==> config.mk <==
export PLATFORM = sky130hd
export DESIGN_NAME = iafc_regs
export DESIGN_NICKNAME = d
export VERILOG_FILES = /design/src/design/iafc_pkg.sv /design/src/design/iafc_regs.sv /design/src/design/iafc_sync.sv
export SDC_FILE = /design/constraint.sdc
export NUM_CORES = 1
export LEC_CHECK = 0
export ABC_AREA = 1
export BUFFER_PORTS_ARGS = -buffer_cell sky130_fd_sc_hd__buf_2
export CAP_MARGIN = 20
export CORE_AREA = 2 2 67 69
export CTS_CLUSTER_SIZE = 25
export DETAILED_ROUTE_END_ITERATION = 16
export DIE_AREA = 0 0 69 71
export PLACE_DENSITY = 0.82
export SYNTH_ARGS = -nofsm -noshare
export SYNTH_HDL_FRONTEND = slang
export SYNTH_SLANG_ARGS = --single-unit
==> constraint.sdc <==
create_clock -name core_clk -period 1.5 [get_ports core_clk]
set_input_delay 0.3 -clock core_clk [delete_from_list [all_inputs] [get_ports core_clk]]
set_output_delay 0.3 -clock core_clk [all_outputs]
set_load 0.01 [all_outputs]
==> src/design/iafc_pkg.sv <==
// Purpose: constants for the input alarm and frequency configuration registers
// Assumes: 8-bit register port, byte offsets as printed
// Notes: imported by iafc_regs; iafc_sync does not use it
package iafc_pkg;

	// =========================================================
	// register offsets
	localparam logic [7:0] IAFC_ALARM_STATUS_OFS = 8'h11;
	localparam logic [7:0] IAFC_FIRST_CFG_OFS = 8'h22;
	localparam logic [7:0] IAFC_SECOND_CFG_OFS = 8'h23;

	// =========================================================
	// field positions
	localparam int IAFC_SECOND_ALARM_BIT = 5;
	localparam int IAFC_FIRST_ALARM_BIT = 1;
	localparam int IAFC_ROUTE_BIT = 7;
	localparam int IAFC_LOCK8K_BIT = 6;
	localparam int IAFC_CODE_MSB = 3;

	// =========================================================
	// reset values and alarm write mask
	localparam logic [7:0] IAFC_ALARM_STATUS_RST = 8'h22;
	localparam logic [3:0] IAFC_CFG_UPPER_RST = 4'h0;
	localparam logic [7:0] IAFC_SECOND_CFG_RST = 8'h00;
	localparam logic [7:0] IAFC_ALARM_MASK = 8'h22;

endpackage

==> src/design/iafc_regs.sv <==
// Purpose: input alarm status and per-input frequency configuration registers
// Assumes: register port decoded from the serial configuration interface
// Notes: straps sampled while reset is held
`timescale 1ns/1ps

// Overview of operation
// alarm status read-only except in test mode; resets to both alarms set.
// status bit 5 shows second input no-activity alarm.
// status bit 1 shows first input no-activity alarm.
// outside test mode, alarm bits follow the activity monitor outputs through the two-flop pin synchroniser.
// first config register resets upper nibble zero, lower nibble from straps.
// config bit 7 routes input through programmable pre-divider.
// config bit 6 passes input through preset pre-divider for 8 kHz lock.
// second config register at 0x23 acts identically for second input, except that it resets to 0x00 instead of from straps.
// unused status bits read zero and ignore writes.
module iafc_regs
	import iafc_pkg::*;
(
	// clock and reset
	input wire logic core_clk,
	input wire logic sys_rst,
	// register port
	input wire logic [7:0] reg_addr,
	input wire logic reg_wr_en,
	input wire logic reg_rd_en,
	input wire logic [7:0] reg_wdata,
	output logic [7:0] reg_rdata_q,
	output logic reg_rvalid_q,
	// pins
	input wire logic test_mode,
	input wire logic first_no_activity,
	input wire logic second_no_activity,
	input wire logic [2:0] input_freq_strap_pins,
	input wire logic network_standard_strap,
	// configuration outputs
	output logic first_predivider_route_select_q,
	output logic first_lock_to_8k_select_q,
	output logic [3:0] first_input_freq_code_q,
	output logic second_predivider_route_select_q,
	output logic second_lock_to_8k_select_q,
	output logic [3:0] second_input_freq_code_q,
	output logic network_standard_q
);

	// =========================================================
	// state
	typedef struct packed {
		logic [7:0] alarm_status;
		logic [1:0][7:0] cfg;
		logic [7:0] rdata;
		logic rvalid;
		logic netstd;
	} iafc_state_type;

	iafc_state_type state_q;
	iafc_state_type state_d;

	// =========================================================
	// pin synchronisers
	logic [6:0] pins_s;

	iafc_sync #(.WIDTH(7)) u_sync (
		.core_clk(core_clk),
		.sys_rst(sys_rst),
		.async_in({test_mode, second_no_activity, first_no_activity,
			network_standard_strap, input_freq_strap_pins}),
		.sync_out(pins_s)
	);

	// =========================================================
	// strap decode
	function automatic logic [3:0] iafc_strap_code(input logic [2:0] strap);
		iafc_strap_code = {1'b0, strap};
	endfunction

	// =========================================================
	// next state
	always_comb begin
		state_d = state_q;
		state_d.rvalid = 1'b0;
		if (pins_s[6]) begin
			if (reg_wr_en && reg_addr == IAFC_ALARM_STATUS_OFS) begin
				state_d.alarm_status = reg_wdata & IAFC_ALARM_MASK;
			end
		end else begin
			state_d.alarm_status = 8'h00;
			state_d.alarm_status[IAFC_SECOND_ALARM_BIT] = pins_s[5];
			state_d.alarm_status[IAFC_FIRST_ALARM_BIT] = pins_s[4];
		end
		if (reg_wr_en && reg_addr == IAFC_FIRST_CFG_OFS) begin
			state_d.cfg[0] = reg_wdata;
		end
		if (reg_wr_en && reg_addr == IAFC_SECOND_CFG_OFS) begin
			state_d.cfg[1] = reg_wdata;
		end
		if (reg_rd_en) begin
			state_d.rvalid = 1'b1;
			unique case (reg_addr)
				IAFC_ALARM_STATUS_OFS: state_d.rdata = state_q.alarm_status;
				IAFC_FIRST_CFG_OFS: state_d.rdata = state_q.cfg[0];
				IAFC_SECOND_CFG_OFS: state_d.rdata = state_q.cfg[1];
				default: state_d.rdata = 8'h00;
			endcase
		end
		if (sys_rst) begin
			state_d.alarm_status = IAFC_ALARM_STATUS_RST;
			state_d.cfg[0] = {IAFC_CFG_UPPER_RST, iafc_strap_code(pins_s[2:0])};
			state_d.cfg[1] = IAFC_SECOND_CFG_RST;
			state_d.rdata = 8'h00;
			state_d.rvalid = 1'b0;
			state_d.netstd = pins_s[3];
		end
	end

	always_ff @(posedge core_clk) begin
		state_q <= state_d;
	end

	// =========================================================
	// outputs
	always_ff @(posedge core_clk) begin
		if (sys_rst) begin
			reg_rdata_q <= 8'h00;
			reg_rvalid_q <= 1'b0;
			first_predivider_route_select_q <= 1'b0;
			first_lock_to_8k_select_q <= 1'b0;
			first_input_freq_code_q <= 4'h0;
			second_predivider_route_select_q <= 1'b0;
			second_lock_to_8k_select_q <= 1'b0;
			second_input_freq_code_q <= 4'h0;
			network_standard_q <= 1'b0;
		end else begin
			reg_rdata_q <= state_d.rdata;
			reg_rvalid_q <= state_d.rvalid;
			first_predivider_route_select_q <= state_d.cfg[0][IAFC_ROUTE_BIT];
			first_lock_to_8k_select_q <= state_d.cfg[0][IAFC_LOCK8K_BIT];
			first_input_freq_code_q <= state_d.cfg[0][IAFC_CODE_MSB:0];
			second_predivider_route_select_q <= state_d.cfg[1][IAFC_ROUTE_BIT];
			second_lock_to_8k_select_q <= state_d.cfg[1][IAFC_LOCK8K_BIT];
			second_input_freq_code_q <= state_d.cfg[1][IAFC_CODE_MSB:0];
			network_standard_q <= state_d.netstd;
		end
	end

endmodule

==> src/design/iafc_sync.sv <==
// Purpose: two-flop synchroniser for pin inputs
// Assumes: single clock core_clk
// Notes: first stage read only by second stage
`timescale 1ns/1ps
module iafc_sync #(
	parameter int WIDTH = 1
) (
	// clock and reset
	input wire logic core_clk,
	input wire logic sys_rst,
	// data
	input wire logic [WIDTH-1:0] async_in,
	output logic [WIDTH-1:0] sync_out
);

	// =========================================================
	// two stages, never cleared so straps reach the logic while reset is held
	logic [WIDTH-1:0] meta_q;
	logic rst_seen_q;

	always_ff @(posedge core_clk) begin
		meta_q <= async_in;
		sync_out <= meta_q;
		rst_seen_q <= sys_rst;
	end

endmodule

Word level (Yosys, flattened, before mapping)
Cells that the tools add are included.

word-level totals
  flip-flop bits (word level) = 63
  input port bits = 27
  output and inout port bits = 22
  word-level logic and storage cells = 32

operators by class
  equal/unequal tests = 4
  multiplexer cells = 7
  reductions and logical operators = 3

operators with widths
  operator            number
  $mux 26             1
  $pmux 8 s3          1
  $eq 8x6->1 const B  2
  $mux 8              2
  $mux 6              2
  $mux 9              1
  $eq 8x5->1 const B  1
  $logic_and 1x1->1   3
  $ne 2x2->1 const B  1

Logic depth before layout (Yosys ltp)
  word-level depth = 4
  gate-level depth with buffers = 8
  gate-level depth less buffers = 8

By module
A second synthesis with hierarchy kept.

unflattened totals
  cell total of the unflattened synthesis = 236
  area total of the unflattened synthesis = 2182.1 um^2

modules (own cells, without submodules)
  module     instances  cells each  area each (um^2)  seq. area each (um^2)
  iafc_regs  1          222         1901.8            980.9
  iafc_sync  1          14          280.3             280.3

Least setup slack after synthesis
Ideal clock, no wire load.

  path type = input -> register
  start = input port reg_addr[2]
  end = register state_q[14] (netlist bit)
  library setup time = 0.119 ns
  data arrival time = 1.046 ns
  required time = 1.381 ns
  path slack = 0.334 ns
  stages on the path = 7
  path buffers = 1
  cell sequence = inv_1 -> nand2_2 -> nor2_4 -> nand3_4 -> buf_6 -> o21ai_0 -> a21oi_1

between the ends
  word-level cells in the longest chain between the ends = 2

RTL lines
  item                  RTL line          RTL
  from (decl)           iafc_regs.sv:23   input wire logic [7:0] reg_addr,
  $eq 8x6->1            iafc_regs.sv:90   if (reg_wr_en && reg_addr == IAFC_FIRST_CFG_OFS) begin
  $logic_and 1x1->1     iafc_regs.sv:90
  to (signal assigned)  iafc_regs.sv:116  state_q <= state_d;
  to (decl)             iafc_regs.sv:55   iafc_state_type state_q;

Every way passes these cells.
A chain may end at the register's enable or synchronous reset.

Final worst setup path
  start = register first_input_freq_code_q[2]
  end = output port first_input_freq_code_q[2]

RTL lines
  item                    RTL line          RTL
  from (decl)             iafc_regs.sv:38   output logic [3:0] first_input_freq_code_q,
  from (signal assigned)  iafc_regs.sv:137  first_input_freq_code_q <= state_d.cfg[0][IAFC_CODE_MSB:0];

No word-level cell between the ends.

==> qor.json <==
{
  "place": {
    "dpl_worst_slack_ns": 0.0599,
    "dp_cells": 337,
    "portBuffers": 48,
    "last_weighted_congestion_value_of_the_routability_driven_placer": 0.831,
    "hpwl_mm": 2.82
  },
  "hold_path": {
    "hold_path.startpoint": "second_no_activity",
    "worst_hold_path_class": "in -> reg",
    "worstHoldEndpoint": "u_sync.meta_q[5]",
    "holdPathStages": 1
  },
  "finish": {
    "design.final.nets": 323,
    "areaGrowthSynthToFinish_pct": 23.7,
    "number_of_inserted_filler_cells_in_the_final_layout": 368,
    "fraction_of_final_layout_cells_sized_beyond_drive_strength_1_pct": 27.6,
    "antennaDiodeCount": 0,
    "finalNonFillerCells": 353
  },
  "yosys": {
    "synth_top_area_share_pct": 59.7,
    "syn-num-nets": 264,
    "yosys-top-cells-count": "63 x sky130_fd_sc_hd__dfxtp_1, 40 x sky130_fd_sc_hd__nand2_1, 39 x sky130_fd_sc_hd__a21oi_1",
    "syn_inst": 237,
    "compound_cell_area_share_of_the_yosys_netlist_pct": 14.7,
    "main_combinational_cell_family_by_area_after_synthesis": "simple AND/OR/NAND/NOR gates",
    "synthesis_warnings": 0,
    "synth-seq-area-share_pct": 59.7,
    "syn_avg_cell_area_um2": 8.92,
    "synth-main-ff-cell": "sky130_fd_sc_hd__dfxtp_1",
    "postSynth.asyncResetShare_pct": 0,
    "synth_enable_flop_cells": 0,
    "synth_xor_area_share_pct": 0,
    "synthDominantAreaCellType": "sky130_fd_sc_hd__dfxtp_1",
    "post-synth-top-count-cell": "sky130_fd_sc_hd__dfxtp_1",
    "syn-cell-area_um2": 2110,
    "ys_ff_latch": 63,
    "yosysUniqueCellTypes": 19,
    "synth.top_cells.by_area": "sky130_fd_sc_hd__dfxtp_1 60%, sky130_fd_sc_hd__a21oi_1 9.2%, sky130_fd_sc_hd__nand2_1 7.1%",
    "synth_simple_gate_area_share_pct": 16.4,
    "adder_cell_share_of_the_synthesized_area_pct": 0,
    "synth_mux_area_share_pct": 0.533
  },
  "global_routing": {
    "grt_first_pass_wirelength_mm": 6.77,
    "pin_count_of_the_biggest_net_entering_global_routing": 25,
    "gr-total-overflow": 0,
    "grtUsageTotal_pct": 17.9,
    "first_global_vias": 1608,
    "number_of_antenna_violations_at_the_first_check_in_global_routing": 0
  },
  "die": {
    "core_um2": 4200,
    "die-width_um": 69,
    "start_util_pct": 50.3,
    "dieArea_um2": 4900,
    "placement_rows": 24,
    "chipHeight_um": 71,
    "io-pin-count": 49
  },
  "run_status": {
    "outcome": "complete, no violations"
  },
  "timing": {
    "timing.final.crit_share_pct": 74.0,
    "setup_viol": 0,
    "fmax_ghz": 0.901,
    "fin_tns_setup_ns": 0,
    "final_critical_path_setup_slack_ns": 0.390,
    "timing_max_transition_violations_final": 0,
    "fin_worst_hold_slack_ns": 0.0706,
    "timing.slew.headroom_pct": 69.7,
    "final_hold_viol_count": 0,
    "clock_skew_ns": 0.00577,
    "rsz0062_at_grt": "false",
    "fin_crit_ns": 1.11,
    "worst_slew_pin_slew_ns": 0.455
  },
  "worst_setup_path": {
    "worst_r2r_endpoint": "state_q[31]",
    "worst-r2r-cell-count": 3,
    "crit_fanout": 1,
    "crit_slowest_cell": "sky130_fd_sc_hd__dfxtp_1",
    "criticalPathCategory": "reg -> out",
    "worst_setup_path_end_kind": "output pin",
    "worstPathRequired_ns": 1.20,
    "crit-reg2reg-launch": "u_sync.sync_out[6]",
    "timing.critical_path.cells": "buf_2",
    "cp_data_arrival_time_ns": 0.81,
    "cp_top_family": "flip-flops",
    "critPathLaunchType": "register",
    "timing.critical_path.buf_inv": 1,
    "cpPeakStageDelay_ns": 0.34,
    "critical_path_cell_count": 1,
    "reg2reg_setup_slack_ns": 0.51
  },
  "route": {
    "wl_mm": 3.99,
    "dr_pass1_iterations": 4,
    "drtIter0Drc": 104,
    "post_drt_via_cell_ratio": 4.79,
    "final_antenna_net_count": 0,
    "drc": 0,
    "route.detailed.wl_per_inst_um": 11.3,
    "vias": 1692
  },
  "power": {
    "ir_worst_vdd_uv": 854,
    "design_power_total_w": 0.00318,
    "leakagePower_nw": 1.19,
    "pwr_density_cell_nw_per_um2": 1220
  },
  "flow_run": {
    "maxCapViolCount": 0
  },
  "clocking": {
    "cts_tree": "built",
    "skew_pair_late_insertion_delay_ns": 0.33,
    "numCtsBuffers": 9,
    "clk_transition_reported_paths_ns": 0.07,
    "post-cts-setup-buffers": 0,
    "ctsLongestPathBuffers": 2,
    "clockRootBuffer": "sky130_fd_sc_hd__clkbuf_8",
    "post_cts.resized_instances": 0,
    "clock_tree.htree_level_count": 3,
    "cts_hold_buf": 0,
    "clock-sinks": 63
  }
}
==> cells by family (layout without fill, tap and decap cells) <==
family	Yosys count	in the layout
buf+inv	42	106
simple gates	72	72
compound gates	59	59
mux	1	1
flops	63	63
==> flip-flops by register name (all words and copies together) (netlist names), 4 cells and up <==
register and flops:
u_sync.sync_out 7, first_input_freq_code_q 4, second_input_freq_code_q 4, state_q 27, reg_rdata_q 8, u_sync.meta_q 7
==> layout by cell type, fill, tap and decap left out, types with 7 or more instances in the layout <==
| cell type | n |
|---|---|
| sky130_fd_sc_hd__a21oi_1 | 39 |
| sky130_fd_sc_hd__buf_2 | 48 |
| sky130_fd_sc_hd__buf_4 | 8 |
| sky130_fd_sc_hd__clkbuf_8 | 11 |
| sky130_fd_sc_hd__dfxtp_1 | 63 |
| sky130_fd_sc_hd__inv_1 | 32 |
| sky130_fd_sc_hd__nand2_1 | 40 |
| sky130_fd_sc_hd__nand3_1 | 19 |
| sky130_fd_sc_hd__o21ai_0 | 7 |
| sky130_fd_sc_hd__o21ai_1 | 9 |
==> where the power goes <==
group	leakage, nW	internal, W	total, W	switching, W
clock	0.0894	0.000685	0.00129	0.000604
sequential	0.516	0.00172	0.00173	0.0000139
combinational	0.589	0.0000660	0.000164	0.0000981
total	1.19	0.00247	0.00318	0.000716
==> layer usage <==
layer | global-route usage [%] | share of wire [%] | routed length, um | vias to the layer above
met5 | 0 | 0 | 0 | -
met4 | 10.5 | 1.6 | 63 | 0
met3 | 4.84 | 5.3 | 211 | 8
met2 | 31.2 | 50 | 1990 | 47
met1 | 19.5 | 43 | 1730 | 756
li1 | - | - | - | 881
==> how the worst max path moves through the flow <==
stage                                     from                         end  slack (ns)
global placement                   reg_addr[2]                 state_q[31]        0.07
CTS                 first_input_freq_code_q[2]  first_input_freq_code_q[2]        0.39
detailed placement                 reg_addr[6]                 state_q[31]        0.06
global route                       reg_addr[7]                 state_q[31]        0.27
finish              first_input_freq_code_q[2]  first_input_freq_code_q[2]        0.39
floorplan                          reg_addr[2]                 state_q[14]        0.33
==> layout make-up <==
class                      instances  area [um2]  share of cell area, %
clock buffer                      13         159                   6.08
tap                               52        65.1                   2.49
multi-input combinational        132         668                   25.6
clock inverter                     3        17.5                  0.670
timing repair buffer              57         320                   12.2
sequential                        63        1260                   48.2
inverter                          33         124                   4.74
==> through the flow <==
step | area [um2] | utilization [%]
2_1_floorplan | 2110 | -
5_1_grt | 2620 | 62.2
6_report | 2620 | 62.2
3_5_place_dp | 2440 | 58.0
4_1_cts | 2620 | 62.2
3_3_place_gp | 2440 | 58.0
(Power assumes the default switching activity.)
